<file path="src/logic/wfh_pkg.sv">
// Purpose: shared constants and types for the wake and fault handshake
// Assumes: 20 MHz clock, 50 ns period
// Notes: times kept in their own units, cycle counts derived
package wfh_pkg;
  localparam int CLK_KHZ = 20000;
  localparam int RETRY_US = 5000;
  localparam int CLEAR_OC_US = 85;
  localparam int CLEAR_TSD_US = 4200;
  localparam int DEGLITCH_NS = 2000;
  localparam int RETRY_CYC = RETRY_US * CLK_KHZ / 1000;
  localparam int CLEAR_OC_CYC = (CLEAR_OC_US * CLK_KHZ + 999) / 1000;
  localparam int CLEAR_TSD_CYC = (CLEAR_TSD_US * CLK_KHZ + 999) / 1000;
  localparam int DEGLITCH_CYC = (DEGLITCH_NS * CLK_KHZ / 1000 + 999) / 1000;
  localparam int PULSE_CYC = 4;
  // sleep entry: pin low longer than any reset pulse
  localparam int SLEEP_CYC = 16;
  localparam int CNT_W = 20;
  localparam logic [1:0] VAR_HW = 2'h0;
  localparam logic [1:0] VAR_SPI_INT = 2'h1;
  localparam logic [1:0] VAR_SPI_EXT = 2'h2;
  typedef enum logic [4:0] {
    ST_SLEEP = 5'h01,
    ST_ACK_WAIT = 5'h02,
    ST_STANDBY = 5'h04,
    ST_FAULT_OFF = 5'h08,
    ST_RETRY_ON = 5'h10
  } wfh_state_t;
endpackage : wfh_pkg

</file>
<file path="src/logic/wfh_link_if.sv">
// Purpose: link between driver device and controller
// Assumes: fault flag pin open drain, pulled up outside
// Notes: wire level resolved here from the enable
`timescale 1ns/1ps
interface wfh_link_if;
  logic sleep_control_pin;
  logic clear_fault_command;
  logic fault_flag_pin_oe;
  logic fault_flag_pin_o;
  logic fault_flag_pin;
  assign fault_flag_pin = fault_flag_pin_oe ? fault_flag_pin_o : 1'b1;
  modport device (input sleep_control_pin, input clear_fault_command, input fault_flag_pin,
    output fault_flag_pin_oe, output fault_flag_pin_o);
  modport ctrl (output sleep_control_pin, output clear_fault_command, input fault_flag_pin);
endinterface : wfh_link_if

</file>
<file path="src/logic/wfh_timer.sv">
// Purpose: restartable interval counter
// Assumes: limit at least 1
// Notes: done is a level while run stays high after the limit
`timescale 1ns/1ps
module wfh_timer (
  input wire logic i_clock,
  input wire logic i_rst_n,
  input wire logic i_run,
  input wire logic [19:0] i_limit,
  output logic o_done
);
  logic [19:0] cnt_ff;
  always_ff @(posedge i_clock or negedge i_rst_n) begin
    if (!i_rst_n) begin
      cnt_ff <= 20'h00000;
    end else if (!i_run) begin
      cnt_ff <= 20'h00000;
    end else if (cnt_ff != i_limit) begin
      cnt_ff <= cnt_ff + 20'h00001;
    end
  end
  assign o_done = i_run && (cnt_ff == i_limit);
endmodule : wfh_timer

</file>
<file path="src/logic/wfh_device.sv">
// Purpose: device end of the wake and fault handshake
// Assumes: fault detectors and supply monitors are async levels
// Notes: retry or latch reaction chosen by a strap input
//
// Contract
// - sleep pin high wakes device
// - fault flag low after wake registered
// - internal supply undervoltage holds reset
// - external-supply variant uses logic supply
// - hardwired controller acknowledges with sleep pulse
// - serial controller acknowledges with clear command
// - acknowledgment releases flag, enters standby
// - persistent overcurrent disables output, flags
// - retry re-enables output after interval
// - retry repeats until disabled or cleared
// - flag stays low across retries
// - fault-free retry keeps output enabled
// - flag released after full clear interval
// - thermal retry waits for cool-down
// - serial fault status latched until clear
// - latch mode waits for controller clear
// - persistent fault detected again after clear
// - sense pin held at limit on short
// - retry interval five milliseconds
// - overcurrent clear interval 85 us
// - thermal clear interval 4.2 ms
`timescale 1ns/1ps
module wfh_device (
  input wire logic i_clock,
  input wire logic i_rst_n,
  input wire logic [1:0] i_variant,
  input wire logic i_latch_mode,
  input wire logic i_regulator_uv,
  input wire logic i_logic_supply_uv,
  input wire logic i_overcurrent,
  input wire logic i_hs_short_gnd,
  input wire logic i_over_temp,
  input wire logic i_driver_enable,
  wfh_link_if.device link,
  output logic o_output_enable,
  output logic o_sense_at_limit,
  output logic o_status_overcurrent,
  output logic o_status_thermal,
  output logic o_in_standby
);
  logic [1:0] s_sleep_ff, s_oc_ff, s_ot_ff, s_uv_ff, s_uv2_ff, s_gnd_ff, s_clr_ff;
  logic sleep_q, oc_q, ot_q, gnd_q, clr_q, sleep_prev_ff, por_q;
  logic serial_v, ack_pulse, deglitch_done, retry_done, clear_done, ot_was_ff;
  logic run_deg, run_retry, run_clear;
  logic run_sleep, sleep_done;
  logic fault_low_ff, clearing_ff, oe_ff, limit_ff, st_oc_ff, st_ot_ff, stby_ff;
  wfh_pkg::wfh_state_t state_ff, nxt_state;

  always_ff @(posedge i_clock or negedge i_rst_n) begin
    if (!i_rst_n) begin
      s_sleep_ff <= 2'h0;
      s_oc_ff <= 2'h0;
      s_ot_ff <= 2'h0;
      s_uv_ff <= 2'h3;
      s_uv2_ff <= 2'h3;
      s_gnd_ff <= 2'h0;
      s_clr_ff <= 2'h0;
    end else begin
      s_sleep_ff <= {s_sleep_ff[0], link.sleep_control_pin};
      s_oc_ff <= {s_oc_ff[0], i_overcurrent};
      s_ot_ff <= {s_ot_ff[0], i_over_temp};
      s_uv_ff <= {s_uv_ff[0], i_regulator_uv};
      s_uv2_ff <= {s_uv2_ff[0], i_logic_supply_uv};
      s_gnd_ff <= {s_gnd_ff[0], i_hs_short_gnd};
      s_clr_ff <= {s_clr_ff[0], link.clear_fault_command};
    end
  end
  assign sleep_q = s_sleep_ff[1];
  assign oc_q = s_oc_ff[1];
  assign ot_q = s_ot_ff[1];
  assign gnd_q = s_gnd_ff[1];
  assign clr_q = s_clr_ff[1];
  assign serial_v = (i_variant != wfh_pkg::VAR_HW);
  // supply reset source depends on variant
  assign por_q = (i_variant == wfh_pkg::VAR_SPI_EXT) ? s_uv2_ff[1] : s_uv_ff[1];

  always_ff @(posedge i_clock or negedge i_rst_n) begin
    if (!i_rst_n) begin
      sleep_prev_ff <= 1'b0;
    end else begin
      sleep_prev_ff <= sleep_q;
    end
  end
  // controller acknowledgment: clear command or sleep reset pulse end
  assign ack_pulse = serial_v ? clr_q : (sleep_q && !sleep_prev_ff);

  // long low on the sleep pin means sleep; a reset pulse stays shorter
  assign run_sleep = !sleep_q && (i_variant != wfh_pkg::VAR_SPI_EXT) &&
    (state_ff != wfh_pkg::ST_SLEEP);
  wfh_timer u_sleep (
    .i_clock(i_clock),
    .i_rst_n(i_rst_n),
    .i_run(run_sleep),
    .i_limit(20'(wfh_pkg::SLEEP_CYC)),
    .o_done(sleep_done)
  );

  assign run_deg = oc_q && (state_ff == wfh_pkg::ST_STANDBY || state_ff == wfh_pkg::ST_RETRY_ON);
  assign run_retry = (state_ff == wfh_pkg::ST_FAULT_OFF) && !i_latch_mode && !ot_was_ff;
  assign run_clear = clearing_ff && !oc_q && !ot_q;

  wfh_timer u_deg (.i_clock(i_clock), .i_rst_n(i_rst_n), .i_run(run_deg),
    .i_limit(20'(wfh_pkg::DEGLITCH_CYC)), .o_done(deglitch_done));
  wfh_timer u_retry (.i_clock(i_clock), .i_rst_n(i_rst_n), .i_run(run_retry),
    .i_limit(20'(wfh_pkg::RETRY_CYC)), .o_done(retry_done));
  wfh_timer u_clear (.i_clock(i_clock), .i_rst_n(i_rst_n), .i_run(run_clear),
    .i_limit(ot_was_ff ? 20'(wfh_pkg::CLEAR_TSD_CYC) : 20'(wfh_pkg::CLEAR_OC_CYC)),
    .o_done(clear_done));

  always_comb begin
    nxt_state = state_ff;
    unique case (state_ff)
      wfh_pkg::ST_SLEEP: if (sleep_q) nxt_state = wfh_pkg::ST_ACK_WAIT;
      wfh_pkg::ST_ACK_WAIT: if (ack_pulse) nxt_state = wfh_pkg::ST_STANDBY;
      wfh_pkg::ST_STANDBY, wfh_pkg::ST_RETRY_ON: begin
        if (deglitch_done || ot_q) nxt_state = wfh_pkg::ST_FAULT_OFF;
        else if (!i_driver_enable) nxt_state = wfh_pkg::ST_STANDBY;
      end
      wfh_pkg::ST_FAULT_OFF: begin
        if (!i_driver_enable && !i_latch_mode) nxt_state = wfh_pkg::ST_STANDBY;
        else if (i_latch_mode && ack_pulse) nxt_state = wfh_pkg::ST_STANDBY;
        else if (!i_latch_mode && retry_done) nxt_state = wfh_pkg::ST_RETRY_ON;
        else if (!i_latch_mode && ot_was_ff && !ot_q) nxt_state = wfh_pkg::ST_RETRY_ON;
      end
      default: nxt_state = wfh_pkg::ST_SLEEP;
    endcase
    if (sleep_done) nxt_state = wfh_pkg::ST_SLEEP;
  end

  always_ff @(posedge i_clock or negedge i_rst_n) begin
    if (!i_rst_n) begin
      state_ff <= wfh_pkg::ST_SLEEP;
    end else if (por_q) begin
      // recovery with the sleep pin high, or with no sleep pin, acts as a wake
      if (sleep_q || i_variant == wfh_pkg::VAR_SPI_EXT) begin
        state_ff <= wfh_pkg::ST_ACK_WAIT;
      end else begin
        state_ff <= wfh_pkg::ST_SLEEP;
      end
    end else begin
      state_ff <= nxt_state;
    end
  end

  // fault flag low from wake until ack, during faults, and until clear interval ends
  always_ff @(posedge i_clock or negedge i_rst_n) begin
    if (!i_rst_n) begin
      fault_low_ff <= 1'b0;
      clearing_ff <= 1'b0;
      ot_was_ff <= 1'b0;
    end else if (por_q) begin
      fault_low_ff <= 1'b0;
      clearing_ff <= 1'b0;
      ot_was_ff <= 1'b0;
    end else if (nxt_state == wfh_pkg::ST_SLEEP) begin
      fault_low_ff <= 1'b0;
      clearing_ff <= 1'b0;
      ot_was_ff <= 1'b0;
    end else if (nxt_state == wfh_pkg::ST_ACK_WAIT) begin
      fault_low_ff <= 1'b1;
    end else if (nxt_state == wfh_pkg::ST_FAULT_OFF) begin
      fault_low_ff <= 1'b1;
      clearing_ff <= 1'b0;
      if (state_ff != wfh_pkg::ST_FAULT_OFF) ot_was_ff <= ot_q;
    end else if (state_ff == wfh_pkg::ST_FAULT_OFF && nxt_state == wfh_pkg::ST_RETRY_ON) begin
      clearing_ff <= 1'b1;
    end else if (state_ff == wfh_pkg::ST_FAULT_OFF || state_ff == wfh_pkg::ST_ACK_WAIT) begin
      fault_low_ff <= 1'b0;
      clearing_ff <= 1'b0;
    end else if (clear_done) begin
      fault_low_ff <= 1'b0;
      clearing_ff <= 1'b0;
      ot_was_ff <= 1'b0;
    end
  end

  // serial status bits: set wins over clear
  always_ff @(posedge i_clock or negedge i_rst_n) begin
    if (!i_rst_n) begin
      st_oc_ff <= 1'b0;
      st_ot_ff <= 1'b0;
    end else begin
      st_oc_ff <= (deglitch_done && serial_v) || (st_oc_ff && !clr_q);
      st_ot_ff <= (ot_q && serial_v) || (st_ot_ff && !clr_q);
    end
  end

  always_ff @(posedge i_clock or negedge i_rst_n) begin
    if (!i_rst_n) begin
      oe_ff <= 1'b0;
      limit_ff <= 1'b0;
      stby_ff <= 1'b0;
    end else begin
      oe_ff <= i_driver_enable && !por_q &&
        (nxt_state == wfh_pkg::ST_STANDBY || nxt_state == wfh_pkg::ST_RETRY_ON);
      limit_ff <= (nxt_state == wfh_pkg::ST_FAULT_OFF) && (gnd_q || (limit_ff && !por_q));
      stby_ff <= (nxt_state == wfh_pkg::ST_STANDBY);
    end
  end

  assign link.fault_flag_pin_oe = fault_low_ff;
  assign link.fault_flag_pin_o = 1'b0;
  assign o_output_enable = oe_ff;
  assign o_sense_at_limit = limit_ff;
  assign o_status_overcurrent = st_oc_ff;
  assign o_status_thermal = st_ot_ff;
  assign o_in_standby = stby_ff;
endmodule : wfh_device

</file>
<file path="src/flat_wrapper.sv">
// flat-port wrapper written by rule: the top's interface ports become plain ports
module wfh_device_flat 
  (i_clock, i_rst_n, i_variant, i_latch_mode, i_regulator_uv, i_logic_supply_uv, i_overcurrent, i_hs_short_gnd, i_over_temp, i_driver_enable, o_output_enable, o_sense_at_limit, o_status_overcurrent, o_status_thermal, o_in_standby, link_sleep_control_pin, link_clear_fault_command, link_fault_flag_pin_oe, link_fault_flag_pin_o);
  wfh_link_if link_i ();
  input wire logic i_clock;
  input wire logic i_rst_n;
  input wire logic [1:0] i_variant;
  input wire logic i_latch_mode;
  input wire logic i_regulator_uv;
  input wire logic i_logic_supply_uv;
  input wire logic i_overcurrent;
  input wire logic i_hs_short_gnd;
  input wire logic i_over_temp;
  input wire logic i_driver_enable;
  output logic o_output_enable;
  output logic o_sense_at_limit;
  output logic o_status_overcurrent;
  output logic o_status_thermal;
  output logic o_in_standby;
  input wire logic [$bits(link_i.sleep_control_pin)-1:0] link_sleep_control_pin;
  input wire logic [$bits(link_i.clear_fault_command)-1:0] link_clear_fault_command;
  output wire logic [$bits(link_i.fault_flag_pin_oe)-1:0] link_fault_flag_pin_oe;
  output wire logic [$bits(link_i.fault_flag_pin_o)-1:0] link_fault_flag_pin_o;
  assign link_i.sleep_control_pin = link_sleep_control_pin;
  assign link_i.clear_fault_command = link_clear_fault_command;
  assign link_fault_flag_pin_oe = link_i.fault_flag_pin_oe;
  assign link_fault_flag_pin_o = link_i.fault_flag_pin_o;
  wfh_device u_core (.i_clock(i_clock), .i_rst_n(i_rst_n), .i_variant(i_variant), .i_latch_mode(i_latch_mode), .i_regulator_uv(i_regulator_uv), .i_logic_supply_uv(i_logic_supply_uv), .i_overcurrent(i_overcurrent), .i_hs_short_gnd(i_hs_short_gnd), .i_over_temp(i_over_temp), .i_driver_enable(i_driver_enable), .link(link_i), .o_output_enable(o_output_enable), .o_sense_at_limit(o_sense_at_limit), .o_status_overcurrent(o_status_overcurrent), .o_status_thermal(o_status_thermal), .o_in_standby(o_in_standby));
endmodule
</file>
<file path="config.mk">
export PLATFORM = sky130hd
export DESIGN_NAME = wfh_device_flat
export DESIGN_NICKNAME = d
export VERILOG_FILES = /design/src/logic/wfh_pkg.sv /design/src/logic/wfh_link_if.sv /design/src/logic/wfh_timer.sv /design/src/logic/wfh_device.sv /design/src/flat_wrapper.sv
export SDC_FILE = /design/constraint.sdc
export NUM_CORES = 1
export LEC_CHECK = 0
export CAP_MARGIN = 20
export CORE_ASPECT_RATIO = 1.75
export CORE_MARGIN = 4
export CORE_UTILIZATION = 65
export CTS_CLUSTER_DIAMETER = 100
export DETAILED_ROUTE_END_ITERATION = 10
export DONT_BUFFER_PORTS = 1
export GPL_TIMING_DRIVEN = 0
export HOLD_SLACK_MARGIN = 0.12
export PLACE_DENSITY = 0.81
export SETUP_SLACK_MARGIN = 0.1
export SLEW_MARGIN = 20
export SYNTH_ARGS = -nofsm -noshare
export SYNTH_HDL_FRONTEND = slang
export SYNTH_SLANG_ARGS = --single-unit
</file>
<file path="constraint.sdc">
create_clock -name i_clock -period 4.6 [get_ports i_clock]
set_input_delay 0 -clock i_clock [delete_from_list [all_inputs] [get_ports i_clock]]
set_output_delay 0 -clock i_clock [all_outputs]
set_load 0.005 [all_outputs]
</file>
==> metrics.txt <==
# TYPE chip_impl_metric gauge
chip_impl_info{name="status",value="completed"} 1
chip_impl_info{name="hold_path.class",value="input pin to register"} 1
chip_impl_info{name="critical-path-slowest-cell",value="sky130_fd_sc_hd__a311oi_1"} 1
chip_impl_metric{name="layout_min_cycle_time",unit="ns"} 2.57
chip_impl_info{name="launching_element_of_the_worst_setup_path",value="u_core.u_deg.cnt_ff[2]"} 1
chip_impl_metric{name="cts_max_level",unit=""} 3
chip_impl_metric{name="clock_insertion_delay_worst_skew",unit="ns"} 0.35
chip_impl_metric{name="synth_async_sr_flop_share",unit="%"} 100
chip_impl_metric{name="gp_congestion",unit=""} 0.881
chip_impl_metric{name="synth_enable_flop_cells",unit=""} 0
chip_impl_info{name="synth.most_common_cell",value="sky130_fd_sc_hd__dfrtp_1"} 1
chip_impl_metric{name="holdPathStages",unit=""} 3
chip_impl_metric{name="use_met1",unit="%"} 29.1
chip_impl_metric{name="longest_individual_stage_delay_on_the_worst_path",unit="ns"} 0.59
chip_impl_metric{name="core",unit="sq mm"} 0.00802
chip_impl_metric{name="use_met2",unit="%"} 44.7
chip_impl_info{name="synth-main-ff-cell",value="sky130_fd_sc_hd__dfrtp_1"} 1
chip_impl_metric{name="port_buffers",unit=""} 0
chip_impl_metric{name="yosysWarnings",unit=""} 0
chip_impl_metric{name="achievable_frequency",unit="MHz"} 389
chip_impl_metric{name="switching_share",unit="%"} 22.8
chip_impl_info{name="tritoncts",value="yes"} 1
chip_impl_metric{name="die_x",unit="um"} 76.8
chip_impl_metric{name="totalWireLength",unit="um"} 11500
chip_impl_metric{name="layout-drive-gt1-share",unit="%"} 4.04
chip_impl_metric{name="ys_ff_latch",unit=""} 108
chip_impl_metric{name="finalSetupViolCount",unit=""} 0
chip_impl_metric{name="cell_variety_after_synth",unit=""} 53
chip_impl_info{name="rsz_0062_raised_after_global_routing",value="false"} 1
chip_impl_metric{name="final_min_period_over_clock_period",unit="%"} 55.8
chip_impl_metric{name="seqPwrFrac",unit="%"} 52.1
chip_impl_metric{name="grt_overflow",unit=""} 0
chip_impl_info{name="critPathTopFamily",value="simple AND/OR/NAND/NOR gates"} 1
chip_impl_info{name="netlist.top_cell.by_area",value="sky130_fd_sc_hd__dfrtp_1"} 1
chip_impl_info{name="cts.root.buffer_cell",value="sky130_fd_sc_hd__clkbuf_16"} 1
chip_impl_metric{name="antenna_found_initial",unit=""} 0
chip_impl_metric{name="global_route_wire_length_before_repair",unit="um"} 20000
chip_impl_metric{name="slew_headroom",unit="%"} 55.3
chip_impl_metric{name="clk_transition_reported_paths",unit="ns"} 0.07
chip_impl_metric{name="fin_nets",unit=""} 610
chip_impl_info{name="cp_cell_sequence",value="nor4b_1 -> and3_1 -> a31oi_1 -> a311oi_1 -> nor4_1 -> or3_1"} 1
chip_impl_metric{name="flow.area_growth_from_synthesis",unit="%"} 10.5
chip_impl_metric{name="drc_violation_count_after_routing",unit=""} 0
chip_impl_metric{name="grt_start_max_net_pins",unit=""} 109
chip_impl_metric{name="cts_buffer_depth",unit=""} 2
chip_impl_metric{name="share_clk_of_total_power",unit="%"} 40.9
chip_impl_metric{name="routed_via_density",unit=""} 6.16
chip_impl_metric{name="path_buf_inv",unit=""} 0
chip_impl_info{name="end_kind",value="register"} 1
chip_impl_metric{name="final.setup_skew",unit="ns"} 0.00499
chip_impl_metric{name="maximum_vdd_drop",unit="mV"} 0.238
chip_impl_metric{name="hold_slack",unit="ns"} 0.156
chip_impl_info{name="worstReg2RegStart",value="u_core.u_deg.cnt_ff[2]"} 1
chip_impl_metric{name="switchingPower",unit="uW"} 430
chip_impl_metric{name="crit_cells",unit=""} 6
chip_impl_metric{name="clock_sinks",unit=""} 108
chip_impl_metric{name="ant_nets",unit=""} 0
chip_impl_metric{name="first_global_vias",unit=""} 4276
chip_impl_metric{name="worst_ep_arrival_time",unit="ns"} 2.79
chip_impl_metric{name="timing.critical_path.required",unit="ns"} 4.82
chip_impl_metric{name="crit_path_max_fanout",unit=""} 8
chip_impl_metric{name="wl_per_cell",unit="um"} 16.9
chip_impl_metric{name="chipHeight",unit="um"} 128
chip_impl_metric{name="syn_nets",unit=""} 585
chip_impl_info{name="synth_area_leaders",value="sky130_fd_sc_hd__dfrtp_1, sky130_fd_sc_hd__nor2_1, sky130_fd_sc_hd__xor2_1"} 1
chip_impl_metric{name="syn_inst",unit=""} 564
chip_impl_metric{name="placementRows",unit=""} 43
chip_impl_metric{name="dr_total_vias",unit=""} 4213
chip_impl_metric{name="timing_worst_slew_pin_value",unit="ns"} 0.666
chip_impl_metric{name="final-hold-violation-count",unit=""} 0
chip_impl_metric{name="drt_pre_antenna_iters",unit=""} 5
chip_impl_metric{name="synth_area_per_cell",unit="sq um"} 9.53
chip_impl_metric{name="synth_sequential_area_ratio",unit="%"} 50.4
chip_impl_metric{name="floorplan.initialDensity",unit="%"} 67.1
chip_impl_metric{name="die-area",unit="sq mm"} 0.00985
chip_impl_metric{name="antennaDiodeCount",unit=""} 0
chip_impl_metric{name="power_share_of_the_combinational_group",unit="%"} 6.9
chip_impl_metric{name="tns",unit="ns"} 0
chip_impl_metric{name="drt_first_iter_violations",unit=""} 302
chip_impl_metric{name="ff2ff_path_depth",unit=""} 6
chip_impl_info{name="capturing_point_of_the_worst_reg2reg_path",value="u_core.link.fault_flag_pin_oe"} 1
chip_impl_metric{name="synth_top_area_share",unit="%"} 47.9
chip_impl_metric{name="dp_hpwl",unit="um"} 7740
chip_impl_metric{name="maxSlewViolCount",unit=""} 0
chip_impl_metric{name="internal_power",unit="mW"} 1.45
chip_impl_info{name="gr-max-usage-layer",value="met2"} 1
chip_impl_metric{name="max_cap_viol_count",unit=""} 0
chip_impl_metric{name="globalRouteMet3Util",unit="%"} 5.06
chip_impl_metric{name="gr-usage-all-layers",unit="%"} 25.0
chip_impl_info{name="start_kind",value="register"} 1
chip_impl_metric{name="power-per-cell-area",unit="mW/mm^2"} 317
chip_impl_metric{name="post_synth_instance_area",unit="sq mm"} 0.00538
chip_impl_info{name="post_synth_most_frequent_cells",value="sky130_fd_sc_hd__dfrtp_1, sky130_fd_sc_hd__nor2_1, sky130_fd_sc_hd__nand3_1, sky130_fd_sc_hd__nand2_1, sky130_fd_sc_hd__xor2_1"} 1
chip_impl_metric{name="timing.reg2reg.setup_slack",unit="ns"} 2.03
chip_impl_metric{name="cts_made_buffers",unit=""} 9
chip_impl_metric{name="power_leakage",unit="nW"} 2.33
chip_impl_info{name="crit_path_end",value="u_core.link.fault_flag_pin_oe"} 1
chip_impl_metric{name="io_pins",unit=""} 20
chip_impl_info{name="timing_worst_setup_path_type",value="register to register"} 1
kinds of logic (layout without fill, tap and decap cells):
kind of cell | Yosys count | in the layout | share of synthesized area, %
other | 1 | 1 | 0.0697
xor gates and xnor gates | 66 | 66 | 10.8
buffers and inverters | 39 | 69 | 2.82
muxes | 4 | 4 | 0.745
adders and majority gates | 8 | 8 | 1.86
DFF | 108 | 108 | 50.4
and+or+nand+nor | 283 | 283 | 27.0
AOI/OAI and AO/OA | 55 | 55 | 6.35
power groups by stage:
| stage | logic [mW] | clock network, mW | registers (mW) |
|---|---|---|---|
| after floorplan | 0.0786 | 0 | 0.996 |
| after global placement | 0.0951 | 0 | 0.999 |
| after detailed placement | 0.0987 | 0 | 1.00 |
| after CTS | 0.131 | 0.775 | 0.982 |
| after global routing | 0.147 | 0.820 | 0.983 |
| final | 0.130 | 0.771 | 0.982 |
through the flow:
| stage | area [sq um] | total power [mW] | setup slack, ns | cells | utilization, % |
|---|---|---|---|---|---|
| after detailed placement | 5490 | 1.10 | 2.10 | 654 | 68.5 |
| after global routing | 5940 | 1.95 | 1.79 | 684 | 74.1 |
| final | 5940 | 1.88 | 2.03 | 684 | 74.1 |
| after global placement | 5490 | 1.09 | 2.16 | 654 | 68.5 |
| after floorplan | 5380 | 1.07 | 2.45 | 564 | - |
| after CTS | 5940 | 1.89 | 2.06 | 684 | 74.1 |
worst reg2reg max path, delay by kind of cell (launching register included):
family             cells  cell delay, ns
DFF                    1            0.46
AOI/OAI and AO/OA      2            0.68
and+or+nand+nor        4            1.30
flip-flops by register name (all words and copies together) (netlist names), 5 cells and up:
register               count
u_core.u_retry.cnt_ff     20
u_core.state_ff            5
u_core.u_clear.cnt_ff     20
u_core.u_sleep.cnt_ff     20
u_core.u_deg.cnt_ff       20
per-layer routing:
metal | routed length, um | vias up
met2 | 6160 | 102
met5 | 0 | -
met3 | 410 | 33
met1 | 4630 | 2074
li1 | - | 2004
met4 | 335 | 0
cells in the final DEF, fill, tap and decap left out, types with 12 or more instances in the layout:
master and instances:
sky130_fd_sc_hd__nand4_1 12, sky130_fd_sc_hd__a21oi_1 22, sky130_fd_sc_hd__dfrtp_1 103, sky130_fd_sc_hd__xor2_1 36
sky130_fd_sc_hd__nand3_1 41, sky130_fd_sc_hd__or3_1 18, sky130_fd_sc_hd__o21ai_0 13, sky130_fd_sc_hd__inv_1 24
sky130_fd_sc_hd__nand2_1 36, sky130_fd_sc_hd__nor4_1 16, sky130_fd_sc_hd__clkbuf_1 16, sky130_fd_sc_hd__nor3_1 12
sky130_fd_sc_hd__dlygate4sd3_1 13, sky130_fd_sc_hd__and3_1 13, sky130_fd_sc_hd__xnor2_1 30, sky130_fd_sc_hd__nor2_1 91
cell type report:
type / instances / area [sq um]
clock inverter: 3 / 46.3
timing repair buffer: 14 / 158
inverter: 24 / 90.1
sequential: 108 / 2710
fill: 570 / 2070
buffer: 15 / 61.3
tap: 90 / 113
clock buffer: 13 / 250
multi-input combinational: 417 / 2520
worst min path at each step:
stage               slack, ns           start                        to
floorplan               -0.30         i_rst_n        u_core.clearing_ff
global placement        -0.29         i_rst_n  u_core.u_clear.cnt_ff[8]
detailed placement      -0.29         i_rst_n  u_core.u_clear.cnt_ff[8]
CTS                      0.16    i_latch_mode        u_core.state_ff[2]
global route             0.20  i_regulator_uv         u_core.s_uv_ff[0]
finish                   0.16    i_latch_mode        u_core.state_ff[2]
timing repair:
action | 4_1_cts | 5_1_grt
endpoints found under the hold margin | 122 | 0
setup buffers | 0 | 0
hold buffers | 14 | 0
gates resized for setup | 0 | 0
No activity file was read; power rests on OpenSTA's default activity.
